<file path="config.mk">
export PLATFORM = sky130hd
export DESIGN_NAME = spread_spectrum_abort_ctrl
export DESIGN_NICKNAME = d
export VERILOG_FILES = /design/src/logic/ss_abort_pkg.sv /design/src/logic/seq_gen.sv /design/src/logic/spread_spectrum_abort_ctrl.sv
export VERILOG_INCLUDE_DIRS = /design/src /design/src/logic
export SDC_FILE = /design/constraint.sdc
export NUM_CORES = 1
export LEC_CHECK = 0
export BUFFER_PORTS_ARGS = -buffer_cell sky130_fd_sc_hd__buf_2
export CAP_MARGIN = 20
export CORE_MARGIN = 4
export CORE_UTILIZATION = 61
export CTS_CLUSTER_SIZE = 40
export DETAILED_ROUTE_END_ITERATION = 10
export GPL_ROUTABILITY_DRIVEN = 0
export GPL_TIMING_DRIVEN = 0
export PLACE_DENSITY = 0.79
export RECOVER_POWER = 100
export SYNTH_ARGS = -nofsm -noshare
export SYNTH_HDL_FRONTEND = slang
export SYNTH_HIERARCHICAL = 1
export SYNTH_SLANG_ARGS = --single-unit
</file>
<file path="constraint.sdc">
create_clock -name clk -period 2.95 [get_ports clk]
set_input_delay 0.295 -clock clk [delete_from_list [all_inputs] [get_ports clk]]
set_output_delay 0.295 -clock clk [all_outputs]
set_load 0.02 [all_outputs]
</file>
<file path="src/logic/ss_abort_regs.svh">
/*
 Register offsets, field positions, reset values and timing counts for the
 spread-spectrum and abort control block. Assumes the including file is compiled
 after the package ss_abort_pkg.
*/
// Behaviour
// - Length code selects register length and taps.
// - Sequence output randomizes spread bit frequency.
// - Swing code 10 enables pseudo-random deviation.
// - Swing code 11 disables deviation, offset still trims.
// - Fast acquisition 64 cycles after reset or offset write.
// - Nine-bit offset, zero gives minimum rate.
// - Six-bit count readable, upper bits zero, writes ignored.
// - Count latched when chip select falls.
// - Counter resets to mid-range 10 0000.
// - First channel count has fixed ID bit two.
// - Filtered overcurrent latches shutdown until frame end.
// - Overcurrent ORed into CRC fault flag.
// - Thermal fault disables channel until rewritten enable.
// - Reset restores defaults, clears FIFOs, tri-states bus.
// - Control-register writes abort, other accesses never.
// - Abort leaves enable and thermal register alone.
// - Abort starts at address, idles bus, holds; code leaves bus drive to enable and overcurrent only.
// - After abort write clear FIFOs, then enforce gap.
// - Changed gap setting restarts delay with new value.
// - Spread bits vary, frame interval stays constant.
// - Offset writes refused while loop update frozen.
`ifndef SS_ABORT_REGS_SVH
`define SS_ABORT_REGS_SVH

// Register addresses seen on the serial port (seven-bit address field).
`define ADDR_W 7
`define A_CHANNEL_CONTROL 7'h00
`define A_CRC_POLYNOMIAL 7'h01
`define A_CRC_START_VALUE 7'h02
`define A_WORD_CRC_LENGTH 7'h03
`define A_SPREAD_CONTROL 7'h04
`define A_LOOP_OFFSET_HIGH 7'h05
`define A_LOOP_OFFSET_LOW 7'h06
`define A_LOOP_UPDOWN_COUNT 7'h07
`define A_CHANNEL_ON_THERMAL 7'h10
`define A_CHANNEL_STATUS 7'h11
`define A_CHAN_STRIDE 7'h08

// Spread control fields.
`define F_SWING_LSB 0
`define F_SEQLEN_LSB 2
`define F_FREEZE 4
`define F_SPREAD_ON 5
`define SPREAD_WMASK 8'h3f

// Reset values.
`define R_SPREAD 8'h00
`define R_OFFSET 9'h000
`define R_COUNT 6'h20
`define F_ID_BIT 2

// Timing counts.
`define FAST_ACQ_CYCLES 7'h40
`define THERM_MIN_CYCLES 5'h10
`define GAP_UNIT_CYCLES 8'h28
`define OC_FILTER_CYCLES 4'hf

`endif

</file>
<file path="src/logic/ss_abort_pkg.sv">
/*
 Types shared by the spread-spectrum and abort block.
 Assumes nothing of its surroundings.
*/
package ss_abort_pkg;
   // Serial frame states, Gray along the usual path.
   typedef enum logic [1:0] {
      SP_IDLE = 2'b00,
      SP_ADDR = 2'b01,
      SP_DATA = 2'b11
   } spi_state_e;
   // Link sequencer states.
   typedef enum logic [1:0] {
      LK_IDLE = 2'b00,
      LK_GAP = 2'b01,
      LK_RUN = 2'b11,
      LK_ABORT = 2'b10
   } link_state_e;
endpackage

</file>
<file path="src/logic/seq_gen.sv">
/*
 Pseudo-random sequence register with selectable length and feedback taps.
 Assumes a step pulse once per transmitted bit period on the same clock.
*/
`timescale 1ns/1ps
`include "ss_abort_regs.svh"
module seq_gen #(
   parameter int W = 15
) (
   // Clock and reset.
   input wire logic clk,
   input wire logic rst_n,
   // Control.
   input wire logic step,
   input wire logic [1:0] len_sel,
   // Output.
   output logic seq_bit
);
   logic [W-1:0] sr_reg;
   logic fb;

   ////////////////////////////////////////////////////////////////////////
   // Tap choice per length code.
   always_comb begin
      unique case (len_sel)
         2'b00: fb = sr_reg[5] ^ sr_reg[4];
         2'b01: fb = sr_reg[6] ^ sr_reg[5];
         2'b10: fb = sr_reg[10] ^ sr_reg[8];
         2'b11: fb = sr_reg[14] ^ sr_reg[13];
      endcase
   end

   // Shift once per bit; a lock-up at zero is forced out by reseeding.
   always_ff @(posedge clk) begin
      if (!rst_n) begin
         sr_reg <= {{(W-1){1'b0}}, 1'b1};
      end else if (sr_reg == '0) begin
         sr_reg <= {{(W-1){1'b0}}, 1'b1};
      end else if (step) begin
         sr_reg <= {sr_reg[W-2:0], fb};
      end
   end

   // Output the low stage so every length shares one tap point.
   always_ff @(posedge clk) begin
      if (!rst_n) begin
         seq_bit <= 1'b0;
      end else begin
         seq_bit <= sr_reg[0];
      end
   end

   a_never_zero: assert property (@(posedge clk) disable iff (!rst_n)
      sr_reg != '0)
      else $error("sequence register stuck at zero");
endmodule

</file>
<file path="src/logic/spread_spectrum_abort_ctrl.sv">
/*
 Per-channel spread-spectrum, protection and abort control behind a serial
 register port. Assumes a 40 MHz clk, synchronous rst_n, serial pins and
 analog detector inputs coming from outside the clock domain.
*/
`timescale 1ns/1ps
`include "ss_abort_regs.svh"
module spread_spectrum_abort_ctrl #(
   parameter int CHAN = 0,
   parameter logic [7:0] GAP_UNITS = 8'h04,
   parameter logic [1:0] ID_VALUE = 2'b10 // Arbitrary identification value.
) (
   // Clock and reset.
   input wire logic clk,
   input wire logic rst_n,
   // Serial register port.
   input wire logic cs_n,
   input wire logic sclk,
   input wire logic mosi,
   output logic miso,
   // Analog detectors and bit timing.
   input wire logic oc_source,
   input wire logic oc_sink,
   input wire logic therm_hot,
   input wire logic frame_end,
   input wire logic bit_tick,
   input wire logic loop_up,
   // Bus drive.
   output logic bus_high_line_o,
   output logic bus_high_line_oe_n,
   output logic bus_low_line_o,
   output logic bus_low_line_oe_n,
   // Status and controls to the rest of the channel.
   output logic abort_o,
   output logic fifo_clear,
   output logic gap_busy,
   output logic fast_acq,
   output logic deviate_o,
   output logic spread_bit,
   output logic [8:0] center_trim,
   output logic crc_fault_flag
);
   logic [1:0] cs_s, sck_s, mo_s;
   logic [1:0] ocs_s, ock_s, th_s;
   logic sck_d, cs_d;
   ss_abort_pkg::spi_state_e sp_reg;
   logic [3:0] bcnt_reg;
   logic wr_reg;
   logic [`ADDR_W-1:0] addr_reg;
   logic [7:0] sh_reg, rd_reg;
   logic [7:0] spread_control_reg;
   logic [8:0] trim_reg;
   logic [5:0] loop_counter_value, cnt_snap_reg;
   logic [6:0] acq_reg;
   logic [1:0] channel_on_bit, thermal_flag;
   logic [4:0] th_cnt;
   logic oc_filt_reg;
   logic [3:0] oc_cnt;
   logic oc_latch;
   logic [7:0] gap_reg;
   logic [7:0] gap_cnt;
   logic [7:0] unit_cnt;
   logic seq_raw;
   ss_abort_pkg::link_state_e lk_reg;
   logic sck_rise, cs_fall, cs_rise, ctrl_hit, abort_act, off_wr, ctrl_done;
   logic [`ADDR_W-1:0] loc;

   ////////////////////////////////////////////////////////////////////////
   // Pin synchronisers; the first stage feeds only the second.
   always_ff @(posedge clk) begin
      if (!rst_n) begin
         cs_s <= 2'b11;
         sck_s <= 2'b00;
         mo_s <= 2'b00;
         ocs_s <= 2'b00;
         ock_s <= 2'b00;
         th_s <= 2'b00;
         sck_d <= 1'b0;
         cs_d <= 1'b1;
      end else begin
         cs_s <= {cs_s[0], cs_n};
         sck_s <= {sck_s[0], sclk};
         mo_s <= {mo_s[0], mosi};
         ocs_s <= {ocs_s[0], oc_source};
         ock_s <= {ock_s[0], oc_sink};
         th_s <= {th_s[0], therm_hot};
         sck_d <= sck_s[1];
         cs_d <= cs_s[1];
      end
   end
   assign sck_rise = sck_s[1] & ~sck_d & ~cs_s[1];
   assign cs_fall = cs_d & ~cs_s[1];
   assign cs_rise = ~cs_d & cs_s[1];
   assign loc = addr_reg - `A_CHAN_STRIDE * 7'(CHAN);
   assign ctrl_hit = wr_reg && (loc == `A_CHANNEL_CONTROL || loc == `A_CRC_POLYNOMIAL
      || loc == `A_CRC_START_VALUE || loc == `A_WORD_CRC_LENGTH
      || loc == `A_SPREAD_CONTROL);

   ////////////////////////////////////////////////////////////////////////
   // Serial frame: write bit, seven address bits, eight data bits.
   always_ff @(posedge clk) begin
      if (!rst_n || cs_s[1]) begin
         sp_reg <= ss_abort_pkg::SP_IDLE;
         bcnt_reg <= 4'h0;
         wr_reg <= 1'b0;
         addr_reg <= '0;
         sh_reg <= 8'h00;
      end else if (sck_rise) begin
         bcnt_reg <= bcnt_reg + 4'h1;
         sh_reg <= {sh_reg[6:0], mo_s[1]};
         unique case (sp_reg)
            ss_abort_pkg::SP_IDLE: begin
               wr_reg <= mo_s[1];
               sp_reg <= ss_abort_pkg::SP_ADDR;
            end
            ss_abort_pkg::SP_ADDR: begin
               addr_reg <= {addr_reg[5:0], mo_s[1]};
               if (bcnt_reg == 4'h7) begin
                  sp_reg <= ss_abort_pkg::SP_DATA;
                  bcnt_reg <= 4'h0;
               end
            end
            ss_abort_pkg::SP_DATA: ;
         endcase
      end
   end
   // A write is complete when eight data bits arrived before the deselect.
   assign ctrl_done = cs_rise && sp_reg == ss_abort_pkg::SP_DATA && bcnt_reg == 4'h8
      && ctrl_hit;
   assign off_wr = cs_rise && sp_reg == ss_abort_pkg::SP_DATA && bcnt_reg == 4'h8
      && wr_reg && !spread_control_reg[`F_FREEZE]
      && (loc == `A_LOOP_OFFSET_HIGH || loc == `A_LOOP_OFFSET_LOW);
   // Abort is held from the address onward until the deselect.
   assign abort_act = sp_reg == ss_abort_pkg::SP_DATA && ctrl_hit && !cs_s[1];

   ////////////////////////////////////////////////////////////////////////
   // Register writes; reset restores defaults.
   always_ff @(posedge clk) begin
      if (!rst_n) begin
         spread_control_reg <= `R_SPREAD;
         trim_reg <= `R_OFFSET;
         gap_reg <= GAP_UNITS;
      end else if (cs_rise && sp_reg == ss_abort_pkg::SP_DATA && bcnt_reg == 4'h8 && wr_reg) begin
         if (loc == `A_SPREAD_CONTROL) begin
            spread_control_reg <= sh_reg & `SPREAD_WMASK;
         end
         if (loc == `A_CHANNEL_CONTROL) begin
            gap_reg <= sh_reg;
         end
         if (off_wr && loc == `A_LOOP_OFFSET_HIGH) begin
            trim_reg[8] <= sh_reg[0];
         end
         if (off_wr && loc == `A_LOOP_OFFSET_LOW) begin
            trim_reg[7:0] <= sh_reg;
         end
      end
   end

   // Channel enable and thermal flags; an abort never touches these.
   always_ff @(posedge clk) begin
      if (!rst_n) begin
         channel_on_bit <= 2'b00;
         thermal_flag <= 2'b00;
         th_cnt <= 5'h00;
      end else begin
         th_cnt <= th_s[1] ? (th_cnt == `THERM_MIN_CYCLES ? th_cnt : th_cnt + 5'h01) : 5'h00;
         if (th_cnt == `THERM_MIN_CYCLES) begin
            thermal_flag[CHAN] <= 1'b1;
            channel_on_bit[CHAN] <= 1'b0;
         end else if (cs_rise && sp_reg == ss_abort_pkg::SP_DATA && bcnt_reg == 4'h8
                      && wr_reg && addr_reg == `A_CHANNEL_ON_THERMAL) begin
            channel_on_bit[CHAN] <= sh_reg[CHAN] & ~th_s[1];
         end else if (cs_rise && !wr_reg && addr_reg == `A_CHANNEL_ON_THERMAL && !th_s[1]) begin
            thermal_flag[CHAN] <= 1'b0;
         end
      end
   end

   ////////////////////////////////////////////////////////////////////////
   // Acquisition timer and loop up/down counter.
   always_ff @(posedge clk) begin
      if (!rst_n || off_wr) begin
         acq_reg <= `FAST_ACQ_CYCLES;
      end else if (bit_tick && acq_reg != 7'h00) begin
         acq_reg <= acq_reg - 7'h01;
      end
   end
   always_ff @(posedge clk) begin
      if (!rst_n) begin
         loop_counter_value <= `R_COUNT;
      end else if (bit_tick && !spread_control_reg[`F_FREEZE]) begin
         if (loop_up && loop_counter_value != 6'h3f) begin
            loop_counter_value <= loop_counter_value + 6'h01;
         end else if (!loop_up && loop_counter_value != 6'h00) begin
            loop_counter_value <= loop_counter_value - 6'h01;
         end
      end
   end
   // Snapshot so the value cannot move under a read in progress.
   always_ff @(posedge clk) begin
      if (!rst_n) begin
         cnt_snap_reg <= `R_COUNT;
      end else if (cs_fall) begin
         cnt_snap_reg <= loop_counter_value;
      end
   end

   ////////////////////////////////////////////////////////////////////////
   // Read data; the count register ignores writes.
   always_comb begin
      rd_reg = 8'h00;
      unique case (loc)
         `A_SPREAD_CONTROL: rd_reg = spread_control_reg;
         `A_LOOP_OFFSET_HIGH: rd_reg = {7'h00, trim_reg[8]};
         `A_LOOP_OFFSET_LOW: rd_reg = trim_reg[7:0];
         `A_LOOP_UPDOWN_COUNT: begin
            rd_reg = {2'b00, cnt_snap_reg};
            if (CHAN == 0) begin
               rd_reg[`F_ID_BIT] = ID_VALUE[0];
            end
         end
         default: rd_reg = 8'h00;
      endcase
      if (addr_reg == `A_CHANNEL_ON_THERMAL) begin
         rd_reg = {thermal_flag[1], thermal_flag[0], 4'h0, channel_on_bit};
      end
      if (addr_reg == `A_CHANNEL_STATUS) begin
         rd_reg = {7'h00, crc_fault_flag};
      end
   end
   always_ff @(posedge clk) begin
      if (!rst_n || cs_s[1]) begin
         miso <= 1'b0;
      end else if (sp_reg == ss_abort_pkg::SP_DATA && sck_rise && bcnt_reg < 4'h8) begin
         miso <= rd_reg[3'(4'h7 - bcnt_reg)];
      end
   end

   ////////////////////////////////////////////////////////////////////////
   // Overcurrent filter and latch, cleared at frame end.
   always_ff @(posedge clk) begin
      if (!rst_n) begin
         oc_cnt <= 4'h0;
         oc_latch <= 1'b0;
         oc_filt_reg <= 1'b0;
      end else begin
         oc_filt_reg <= ocs_s[1] | ock_s[1];
         oc_cnt <= oc_filt_reg ? (oc_cnt == `OC_FILTER_CYCLES ? oc_cnt : oc_cnt + 4'h1) : 4'h0;
         if (oc_cnt == `OC_FILTER_CYCLES) begin
            oc_latch <= 1'b1;
         end else if (frame_end) begin
            oc_latch <= 1'b0;
         end
      end
   end
   // The raw OR is visible as a CRC fault.
   always_ff @(posedge clk) begin
      if (!rst_n) begin
         crc_fault_flag <= 1'b0;
      end else if (oc_filt_reg) begin
         crc_fault_flag <= 1'b1;
      end else if (cs_rise && !wr_reg && addr_reg == `A_CHANNEL_STATUS) begin
         crc_fault_flag <= 1'b0;
      end
   end

   ////////////////////////////////////////////////////////////////////////
   // Link sequencer: abort, FIFO clear, gap timed from the new setting.
   always_ff @(posedge clk) begin
      if (!rst_n) begin
         lk_reg <= ss_abort_pkg::LK_IDLE;
         gap_cnt <= 8'h00;
         unit_cnt <= 8'h00;
         fifo_clear <= 1'b1;
      end else begin
         fifo_clear <= 1'b0;
         unique case (lk_reg)
            ss_abort_pkg::LK_IDLE: if (channel_on_bit[CHAN]) lk_reg <= ss_abort_pkg::LK_RUN;
            ss_abort_pkg::LK_RUN: if (!channel_on_bit[CHAN]) lk_reg <= ss_abort_pkg::LK_IDLE;
            ss_abort_pkg::LK_ABORT: if (ctrl_done) begin
               fifo_clear <= 1'b1;
               gap_cnt <= (loc == `A_CHANNEL_CONTROL) ? sh_reg : gap_reg;
               unit_cnt <= `GAP_UNIT_CYCLES;
               lk_reg <= ss_abort_pkg::LK_GAP;
            end else if (cs_s[1]) begin
               lk_reg <= ss_abort_pkg::LK_GAP;
               gap_cnt <= gap_reg;
            end
            ss_abort_pkg::LK_GAP: begin
               unit_cnt <= unit_cnt == 8'h00 ? `GAP_UNIT_CYCLES : unit_cnt - 8'h01;
               if (gap_cnt == 8'h00) lk_reg <= ss_abort_pkg::LK_RUN;
               else if (unit_cnt == 8'h00) gap_cnt <= gap_cnt - 8'h01;
            end
         endcase
         if (abort_act) begin
            lk_reg <= ss_abort_pkg::LK_ABORT;
         end
      end
   end

   ////////////////////////////////////////////////////////////////////////
   // Pin drive and status outputs, all registered.
   always_ff @(posedge clk) begin
      if (!rst_n) begin
         bus_high_line_o <= 1'b0;
         bus_low_line_o <= 1'b0;
         bus_high_line_oe_n <= 1'b1;
         bus_low_line_oe_n <= 1'b1;
         abort_o <= 1'b0;
         gap_busy <= 1'b0;
         fast_acq <= 1'b1;
         deviate_o <= 1'b0;
         spread_bit <= 1'b0;
         center_trim <= `R_OFFSET;
      end else begin
         bus_high_line_o <= 1'b1;
         bus_low_line_o <= 1'b0;
         // Off, thermal or overcurrent float the bus.
         bus_high_line_oe_n <= ~channel_on_bit[CHAN] | oc_latch;
         bus_low_line_oe_n <= ~channel_on_bit[CHAN] | oc_latch;
         abort_o <= abort_act;
         gap_busy <= lk_reg == ss_abort_pkg::LK_GAP;
         fast_acq <= acq_reg != 7'h00 || off_wr;
         // Only code 10 spreads; 11 leaves the trimmed rate fixed.
         deviate_o <= spread_control_reg[`F_SPREAD_ON]
            && spread_control_reg[`F_SWING_LSB +: 2] == 2'b10;
         spread_bit <= seq_raw & spread_control_reg[`F_SPREAD_ON]
            & (spread_control_reg[`F_SWING_LSB +: 2] == 2'b10);
         center_trim <= trim_reg;
      end
   end

   seq_gen #(.W(15)) u_seq (
      .clk(clk),
      .rst_n(rst_n),
      .step(bit_tick),
      .len_sel(spread_control_reg[`F_SEQLEN_LSB +: 2]),
      .seq_bit(seq_raw)
   );

   a_abort_holds: assert property (@(posedge clk) disable iff (!rst_n)
      abort_act |=> abort_o) else $error("abort not shown");
   a_oc_floats: assert property (@(posedge clk) disable iff (!rst_n)
      oc_latch |=> bus_high_line_oe_n) else $error("bus driven in overcurrent");
   a_snap_steady: assert property (@(posedge clk) disable iff (!rst_n)
      !cs_s[1] && !cs_fall |=> $stable(cnt_snap_reg)) else $error("count moved");
   a_fault_flag: assert property (@(posedge clk) disable iff (!rst_n)
      oc_filt_reg |=> crc_fault_flag) else $error("fault not flagged");
   a_freeze_trim: assert property (@(posedge clk) disable iff (!rst_n)
      spread_control_reg[`F_FREEZE] && $stable(spread_control_reg) |=> $stable(trim_reg))
      else $error("trim changed while frozen");
   a_swing_off: assert property (@(posedge clk) disable iff (!rst_n)
      spread_control_reg[`F_SWING_LSB +: 2] == 2'b11 |=> !deviate_o)
      else $error("deviation on");
   a_fifo_clear: assert property (@(posedge clk) disable iff (!rst_n)
      lk_reg == ss_abort_pkg::LK_ABORT && ctrl_done |=> fifo_clear && gap_busy == 1'b0
      ##1 gap_busy) else $error("no clear then gap");
   a_therm_off: assert property (@(posedge clk) disable iff (!rst_n)
      th_cnt == `THERM_MIN_CYCLES |=> !channel_on_bit[CHAN]) else $error("hot channel on");
endmodule

</file>
==> results by group, run 1 <==
Clock tree
  • Max clock buf depth: 2
  • Worst-path clk slew: 0.06 ns
  • # hold bufs at CTS: 7
  • CTS sink count: 143
  • CTS tree: done
  • Root Driver: clkbuf_8
  • Htree depth: 4
  • Setup repair bufs after CTS: 0
  • Total clock buffers created by CTS: 17
  • Clock latency at the later pin of the worst-skew pair: 0.55 ns
  • Cts repair resizes: 0

Route
  • Post-DRT Antenna Nets: 0
  • Iter 0 DRT Violations: 444
  • DRC Markers: 0
  • Via density: 5.921
  • Drt pass-1 iters: 5
  • Vias: just over 5000
  • Final wirelength: 14.58 mm
  • DR WL/cell: ~17 um

Floorplan
  • Row cnt: 36
  • Initial core utilization: 63.21%
  • Die W: 108.9 um
  • Core outline area: 9819 sq um
  • Full die area: about 12000 sq um
  • Die height: 108.9 um
  • I/O pins: 32

Synth
  • Ys Warns: 6
  • Leading post-synthesis cells by instance count: dfxtp_1, nor2_1, mux2i_1
  • Post-synth EDFFs: 0
  • Asr flop ratio synth: 0%
  • Synthesized Nets: 692
  • Area share of the largest cell type after synthesis: 46.12%
  • Syn Inst Count: approximately 670
  • Seq/Total Area, Yosys: 46.12%
  • Synth area leader: dfxtp_1
  • Count leader, synth: dfxtp_1
  • Syn avg cell area: approximately 9.3 sq um
  • Netlist cell types: 69
  • Mapped Area: 6207 sq um
  • Largest cells by area after synthesis: dfxtp_1, mux2i_1, nor2_1
  • Main synth FF type: dfxtp_1
  • Yosys reg bits: 143

Global route
  • Grt peak-use layer: met2
  • Largest net degree at the start of global routing: 17
  • Initial antenna violation count: 0
  • M1 GR Usage: approximately 33%
  • Total GRT Usage: 26.50%
  • First-pass GRT wire length: 24.44 mm
  • Met3 GRT Util: 7.223%
  • Met2 Usage GRT: 44.21%
  • GR Overflow Total: 0
  • Vias in the first global route: between 5000 and 6000

STA
  • Slew Limit Fails: 0
  • Rel. slew slack: between 10% and 20%
  • Final critical-path share of the clock period: 88.78%
  • Slew @ Worst Pin: between 1 and 1.5 ns
  • Tmin final: 2.619 ns
  • Final setup violation count: 0
  • RSZ-0062 raised after global routing: no
  • Setup Skew: 0.01325 ns
  • TNS Setup: 0 ns
  • Fmax: 381.8 MHz
  • Final Hold Viols: 0

Final layout
  • Max reg flops: 15
  • Synthesis-to-layout area growth: 13.85%
  • Nets@finish: 748
  • Inserted Diodes: 0
  • Share of cells above drive strength 1: 8.163%

Outcome
  • Run status: finished clean

Placement
  • Hpwl dp: ~10 mm
  • IO Port Bufs: 30

Job
  • Max cap viols: 0

Power and ir drop
  • Overall power: between 4 and 5 mW
  • Static leakage: 2.797 nW
  • Worst vdd ir: 0.4714 mV
  • PwrDens: around 620 nW/um^2

Setup path
  • Worst Path Arrival: 3.06 ns
  • Crit end category: flip-flop
  • CP required: between 3 and 4 ns
  • Crit Path Category: flip-flop to flip-flop
  • CP Max Fanout: 8
  • CP startpoint kind: flip-flop

Hold path
  • Worst Hold Class: primary input to flip-flop
==> final cells by class <==
cell class / instances / area (sq um)
Buffer: 31 / 132.6
Clock buffer: 19 / 421.7
Clock inverter: 13 / 138.9
Fill cell: 810 / 2753
Inverter: 16 / 60.06
Multi-Input combinational cell: 476 / 3090
Sequential cell: 143 / 2863
Tap cell: 133 / 166.4
Timing Repair Buffer: 37 / 193.9
==> per-layer routing <==
| layer | vias to the layer above | share of wire, % | routed length [um] |
|---|---|---|---|
| met5 | - | 0 | 0 |
| met4 | 0 | 1.9 | 283 |
| met3 | 38 | 6.4 | 936 |
| met2 | 167 | 49 | 7205 |
| met1 | 2448 | 42 | 6158 |
| li1 | 2486 | - | - |
==> worst max-delay path: stages (launching register included) <==
cell and delay (ns):
dfxtp_1 0.39, or4b_1 0.59, nor3_1 0.41, and2_0 0.19
clkbuf_1 0.26, mux2_1 0.40, o221a_2 0.27
==> worst paths after layout <==
kind	startpoint	to	slack (ns)	cells past startpoint
worst max-delay path	bcnt_reg[1]	gap_cnt[7]	0.33	6
worst max register to register	bcnt_reg[1]	gap_cnt[7]	0.33	6
worst min register to register	cs_s[0]	cs_s[1]	0.42	1
worst min-delay path	frame_end	oc_latch	0.02	3
==> cell families (layout without fill, tap and decap cells) <==
logic type               count (synthesis)  after routing  synth area share, %
flip-flops                             143            143                46.12
XOR/XNOR                                20             20                2.822
multiplexers                            53             53                8.869
adder cells (fa/ha/maj)                 15             15                3.145
AO/OA/AOI/OAI                          117            117                13.02
AND/OR/NAND/NOR                        270            270                22.62
other                                    1              1              0.06041
buffers and inverters                   47            116                3.346
==> placed cells by master (no fill, tap or decap), drive strengths merged, types with 5 or more instances in the layout <==
cell         netlist  layout
clkbuf            18      64
o21ai             17      17
or3                6       6
ha                14      14
nand4              9       9
nand2b            10      10
nand3             30      30
nor2b              6       6
xor2              10      10
and2              26      26
nand3b             5       5
a211oi             7       7
xnor2             10      10
dfxtp            143     143
clkinv             0       6
a21o               6       6
nor4              12      12
and3               6       6
a21oi             30      30
mux2i             49      49
inv               16      19
a31oi              9       9
a21boi             5       5
nor3              17      17
o31ai              6       6
dlygate4sd3        0       7
nor2              91      91
buf               13      16
o221a              7       7
nand2             36      36
o21a               6       6
==> power by group <==
part	switching [mW]	leakage [nW]	total (mW)	internal, mW
combinational	0.163	1.36	0.286	0.123
sequential	0.0539	1.16	2.04	1.98
clock	0.839	0.273	2.04	1.21
total	1.06	2.80	4.37	3.31
==> through the flow <==
step / utilization, % / setup slack, ns / hold slack [ns] / area, sq um / cells
after floorplan: - / 0.7960 / 0.3227 / 6207 / 666
after CTS: 72.86 / 0.5001 / 0.003216 / 7154 / 868
after global placement: 66.44 / 0.6103 / 0.3966 / 6524 / 829
after global routing: 71.97 / 0.1544 / 0.01097 / 7067 / 868
final: 71.97 / 0.3309 / 0.01544 / 7067 / 868
after detailed placement: 66.44 / 0.5458 / 0.3964 / 6524 / 829
No activity file was read; power rests on OpenSTA's default activity.
==> inputs of run 2 (changes only) <==
Settings changed: ABC_AREA from default to 1, CORE_UTILIZATION 61 to 63, CTS_BUF_LIST from default to sky130_fd_sc_hd__clkbuf_4 sky130_fd_sc_hd__clkbuf_8, PLACE_DENSITY 0.79 to 0.82.
==> run 2 against run 1 <==
Against the previous run:
- cell area is 1.6% higher
- routed wire length up 1.6%
- combinational power increased to 3.8 times the previous value
- sequential share of layout area shrank 0.64 points
- synthesized cell count rose by 32%
- power rose by 12%
- via count rose by 15%
- synthesized area grew 4.2%
- clock-buffer cell count shrank 2
- global-route usage rose by 0.13 points
- critical path type unchanged
- largest power group unchanged
==> results by group, run 2 <==
Floorplan
  • Row cnt: 36
  • I/O pins: 32
  • Die W: 109.3 um
  • Core outline area: 9864 sq um
  • Initial core utilization: 65.56%
  • Full die area: 11950 sq um
  • Die height: between 100 and 150 um

Route
  • Iter 0 DRT Violations: 529
  • Via density: between 5 and 6
  • Final wirelength: between 10 and 15 mm
  • DRC Markers: 0
  • DR WL/cell: 13.73 um
  • Drt pass-1 iters: 7
  • Vias: 5920
  • Post-DRT Antenna Nets: 0

Job
  • Max cap viols: 0

Setup path
  • Crit Path Category: flip-flop to flip-flop
  • FF-to-FF path depth: 11
  • CP required: 3.34 ns
  • Worst Path Arrival: between 2 and 3 ns
  • CP startpoint kind: flip-flop
  • Crit end category: flip-flop
  • CP Max Fanout: 7

Final layout
  • Commonest non-fill, non-tap cells in the layout: nand2_1, dfxtp_1, inv_1
  • Commonest non-fill, non-tap cell in the layout: nand2_1
  • Post-Layout Cell Count: between 1000 and 1500
  • Share of cells above drive strength 1: approximately 9.0%
  • Design area: about 7200 sq um
  • Inserted Diodes: 0
  • Max reg flops: 15
  • Synthesis-to-layout area growth: 11.01%
  • Nets@finish: approximately 960
  • Core Util, Final: between 70% and 80%

Placement
  • Pre-CTS setup slack: 0.3941 ns
  • IO Port Bufs: 30
  • Hpwl dp: approximately 11 mm
  • Placed cell area: 6784 sq um
  • DP Cell Count: 1044

STA
  • Fmax: 388.4 MHz
  • Setup Skew: 0.01321 ns
  • Slew @ Worst Pin: 0.8865 ns
  • Rel. slew slack: 40.27%
  • Final critical-path share of the clock period: slightly below 90%
  • Tmin final: 2.575 ns
  • Final setup violation count: 0
  • Final Hold Viols: 0
  • TNS Setup: 0 ns
  • Slew Limit Fails: 0
  • Worst hold slack: 0.01585 ns
  • RSZ-0062 raised after global routing: no
  • Fin worst setup slack: 0.3754 ns

Clock tree
  • Setup repair bufs after CTS: 0
  • Worst-path clk slew: 0.08 ns
  • Clock latency at the later pin of the worst-skew pair: approximately 0.46 ns
  • Root Driver: clkbuf_8
  • # hold bufs at CTS: 3
  • Htree depth: 4
  • CTS tree: done
  • Cts repair resizes: 0
  • CTS sink count: 143
  • Total clock buffers created by CTS: 17
  • Max clock buf depth: 2

Synth
  • Syn avg cell area: 7.341 sq um
  • Largest cells by area after synthesis: dfxtp_1, nand2_1, a21oi_1
  • Count leader, synth: nand2_1
  • Main synth FF type: dfxtp_1
  • Mapped Area: 6467 sq um
  • Synthesized Nets: 907
  • Seq/Total Area, Yosys: 44.26%
  • Post-synth EDFFs: 0
  • Synth area leader: dfxtp_1
  • Ys Warns: 6
  • Netlist cell types: 44
  • Area share of the largest cell type after synthesis: 44.26%
  • Syn Inst Count: ~880
  • Yosys reg bits: between 100 and 150
  • Leading post-synthesis cells by instance count: nand2_1, dfxtp_1, inv_1
  • Asr flop ratio synth: 0%

Global route
  • GR Overflow Total: 0
  • First-pass GRT wire length: between 20 and 25 mm
  • Largest net degree at the start of global routing: 17
  • Initial antenna violation count: 0
  • Vias in the first global route: 5485
  • Total GRT Usage: between 20% and 30%

Power and ir drop
  • Worst vdd ir: about 0.42 mV
  • Static leakage: between 3 and 4 nW
  • Overall power: 4.908 mW
  • PwrDens: 683.7 nW/um^2

Outcome
  • Run status: finished clean

Hold path
  • Hold Crit Depth: 3
  • Worst Hold Class: primary input to flip-flop
==> run 2: cell count changes after synthesis, moves of 7 or more <==
cell and change:
clkbuf_1 -10, o221a_2 -7, nand3_1 +27, xnor2_1 -9
mux2i_1 -49, inv_1 +103, a21oi_1 +63, o21ai_0 +45
nor4_1 -9, nand2_1 +139, and2_1 -25, nand2b_1 -10
==> run 2: cell families after synthesis <==
| kind of cell | Yosys count | share of synthesized area, % |
|---|---|---|
| AO/OA/AOI/OAI | 185 | 15.42 |
| flip-flops | 143 | 44.26 |
| buffers and inverters | 151 | 10.02 |
| XOR/XNOR | 11 | 1.490 |
| AND/OR/NAND/NOR | 375 | 25.73 |
| other | 1 | 0.05798 |
| adder cells (fa/ha/maj) | 15 | 3.018 |
==> run 2: path summary, 6_finish.rpt <==
path	startpoint	endpoint	slack (ns)
worst max register to register	loop_counter_value[4]	loop_counter_value[5]	0.38
worst min-delay path	oc_sink	ock_s[0]	0.02
worst min register to register	mo_s[0]	mo_s[1]	0.41
worst max-delay path	loop_counter_value[4]	loop_counter_value[5]	0.38
==> run 2: final cells by class <==
cell class	instances	area (sq um)
Timing Repair Buffer	33	153.9
Tap cell	133	166.4
Clock buffer	17	234.0
Buffer	26	158.9
Inverter	125	474.2
Fill cell	772	2685
Multi-Input combinational cell	587	2943
Sequential cell	143	2863
Clock inverter	15	186.4
==> run 2: metal layers <==
metal	global-route usage (%)	share of wire [%]	vias up
met5	0	0	-
met4	11.40	2.5	0
met3	6.166	7.2	38
met2	43.55	47	212
met1	33.78	43	2721
li1	-	-	2949
==> run 2: critical path: stages, from the launching register on <==
cell and delay [ns]:
dfxtp_1 0.42, nand4_1 0.11, o21ai_0 0.71, ha_1 0.42, a21oi_1 0.17, nand2_1 0.08, nand2_1 0.08, nand2_1 0.05
a21oi_1 0.15, xor2_1 0.15, nand3_1 0.08, nand3_1 0.08
==> run 2: power by group <==
part           internal (mW)  switching [mW]  leakage [nW]  total [mW]
Sequential              2.06           0.105          1.16        2.17
Combinational          0.380           0.720          1.77        1.10
Clock                  0.845           0.793         0.199        1.64
==> inputs of run 3 (changes only) <==
Settings changed: ABC_AREA 1 to default, TNS_END_PERCENT from default to 20.
==> run 3 against run 2 <==
Against the previous run:
- combinational power fell by 75%
- sequential share of layout area increased by 1.9 points
- sequential cell count unchanged
- register-to-register slack worse by 0.09 ns
- via count down 13%
- clock-buffer cell count up 2
- critical path type unchanged
- cell area down 4.5%
- routed wire length down 2.3%
- setup slack got worse by 0.093 ns
==> results by group, run 3 (synthesized netlist as in run 1, its figures left out) <==
STA
  • Slew @ Worst Pin: 1.210 ns
  • Tmin final: roughly 2.7 ns
  • TNS Setup: 0 ns
  • Final setup violation count: 0
  • Final Hold Viols: 0
  • Fin worst setup slack: 0.2828 ns
  • RSZ-0062 raised after global routing: no
  • Slew Limit Fails: 0
  • Setup Skew: 0.008584 ns
  • Rel. slew slack: 18.47%
  • Final critical-path share of the clock period: roughly 90%
  • Fmax: 374.9 MHz

Power and ir drop
  • Static leakage: 2.701 nW
  • Clk pwr share: 41.3%
  • Pint: 2.966 mW
  • Sw Ratio: 24.67%
  • Reg power frac: 51.6%
  • PwrDens: around 570 nW/um^2
  • NetSw: 0.9717 mW
  • Worst vdd ir: 0.4964 mV
  • Comb pwr share: under 10%

Clock tree
  • Clock latency at the later pin of the worst-skew pair: 0.45 ns
  • CTS tree: done
  • Worst-path clk slew: approximately 0.08 ns
  • Cts repair resizes: 0
  • Root Driver: clkbuf_8
  • Max clock buf depth: 2
  • Total clock buffers created by CTS: 17
  • Setup repair bufs after CTS: 0
  • CTS sink count: between 100 and 150
  • # hold bufs at CTS: 0
  • Htree depth: 4

Final layout
  • Max reg flops: 15
  • Commonest non-fill, non-tap cells in the layout: dfxtp_1, nor2_1, mux2i_1
  • Nets@finish: 741
  • Commonest non-fill, non-tap cell in the layout: dfxtp_1
  • Inserted Diodes: 0
  • Post-Layout Cell Count: 857
  • Synthesis-to-layout area growth: 10.42%
  • Share of cells above drive strength 1: 8.654%
  • Core Util, Final: around 73%

Hold path
  • Min-delay src: cs_n
  • Worst Hold Class: primary input to flip-flop
  • Hold endpoint: cs_s[0]
  • Hold Crit Depth: 2

Floorplan
  • Full die area: around 12000 sq um
  • Core outline area: 9415 sq um
  • Die W: around 110 um
  • Initial core utilization: 65.93%
  • I/O pins: 32
  • Row cnt: 35
  • Die height: 107.3 um

Route
  • Drt pass-1 iters: 5
  • DR WL/cell: 16.89 um
  • DRC Markers: 0
  • Highest routing layer actually used: met4
  • Post-DRT Antenna Nets: 0
  • Met3 Wirelength: 890 um
  • Iter 0 DRT Violations: roughly 390
  • Final wirelength: about 14 mm
  • DR WL met2: 7.237 mm
  • Vias: 5175
  • Via density: around 6
  • Wl on met1: 6.019 mm

Outcome
  • Run status: finished clean

Setup path
  • CP startpoint kind: flip-flop
  • Crit end category: flip-flop
  • FF-to-FF End: gap_cnt[7]
  • CP Max Fanout: 8
  • Worst path depth: 6
  • Worst r2r src: bcnt_reg[1]
  • FF-to-FF path depth: 6
  • Crit Path Category: flip-flop to flip-flop
  • Buf+Inv Stages, Crit Path: 1
  • Worst Path Arrival: 3.01 ns
  • Crit-path leading delay family: simple AND/OR/NAND/NOR gates
  • Crit-path max cell delay: 0.58 ns
  • Cells along the critical path: or4b_1, nor3_1, and2_0, clkbuf_1, mux2_1, o221a_2
  • Slowest-stage cell, CP: or4b_1
  • Reg2Reg Setup Slack: between 0.2 and 0.3 ns
  • CP required: 3.29 ns

Placement
  • Pre-CTS setup slack: 0.5258 ns
  • DP Cell Count: 825
  • IO Port Bufs: 30
  • Hpwl dp: around 10 mm

Global route
  • Initial antenna violation count: 0
  • GR Overflow Total: 0
  • Vias in the first global route: 5190
  • Largest net degree at the start of global routing: 17
  • First-pass GRT wire length: 24.23 mm
  • Total GRT Usage: between 20% and 30%

Job
  • Max cap viols: 0
[run 3: cell types whose count changed in the layout (fill, tap and decap cells not counted), moves of 11 or more]
cell / delta
nand2_1: -140
inv_1: -105
a21oi_1: -63
mux2i_1: +49
o21ai_0: -47
nand3_1: -26
and2_0: +14
clkbuf_1: +12
and2_1: +11
[run 3: how the worst max path moves through the flow]
stage                                      from               endpoint  slack, ns
final                               bcnt_reg[1]             gap_cnt[7]       0.28
after global routing                bcnt_reg[1]             gap_cnt[7]       0.18
after CTS                 loop_counter_value[0]  loop_counter_value[5]       0.52
after detailed placement  loop_counter_value[0]  loop_counter_value[5]       0.53
after global placement    loop_counter_value[0]  loop_counter_value[5]       0.62
after floorplan           loop_counter_value[0]  loop_counter_value[5]       0.80
[run 3: final cells by class]
cell class / instances / area (sq um)
Clock buffer: 19 / 255.2
Fill cell: 764 / 2561
Inverter: 16 / 60.06
Timing Repair Buffer: 30 / 123.9
Clock inverter: 13 / 163.9
Multi-Input combinational cell: 476 / 3090
Sequential cell: 143 / 2863
Tap cell: 129 / 161.4
Buffer: 31 / 136.4
[run 3: power by group through the flow]
stage / sequential, mW / clock, mW / combinational, mW
6_report: 2.03 / 1.63 / 0.278
5_1_grt: 2.04 / 1.73 / 0.311
4_1_cts: 2.03 / 1.64 / 0.283
3_5_place_dp: 2.08 / 0 / 0.280
3_3_place_gp: 2.07 / 0 / 0.262
2_1_floorplan: 2.07 / 0 / 0.211
[run 3: worst register-to-register path: cells and delay by family, from the launching register on]
| family | cells | cell delay, ns |
|---|---|---|
| DFF | 1 | 0.40 |
| buffers and inverters | 1 | 0.30 |
| muxes | 1 | 0.43 |
| and+or+nand+nor | 3 | 1.15 |
| AOI/OAI and AO/OA | 1 | 0.29 |
[run 3: per-layer routing]
layer  global-route usage [%]  vias to the layer above
li1                         -                     2475
met1                    30.06                     2462
met2                    47.27                      199
met3                    6.899                       39
met4                    10.14                        0
met5                        0                        -
[run 3: per-stage QoR]
step / hold slack [ns] / power (mW) / cell area [sq um]
5_1_grt: 0.01251 / 4.081 / 6854
6_report: 0.02426 / 3.938 / 6854
4_1_cts: 0.008032 / 3.960 / 6938
2_1_floorplan: 0.3227 / 2.278 / 6207
3_5_place_dp: 0.3971 / 2.356 / 6519
3_3_place_gp: 0.3986 / 2.336 / 6519
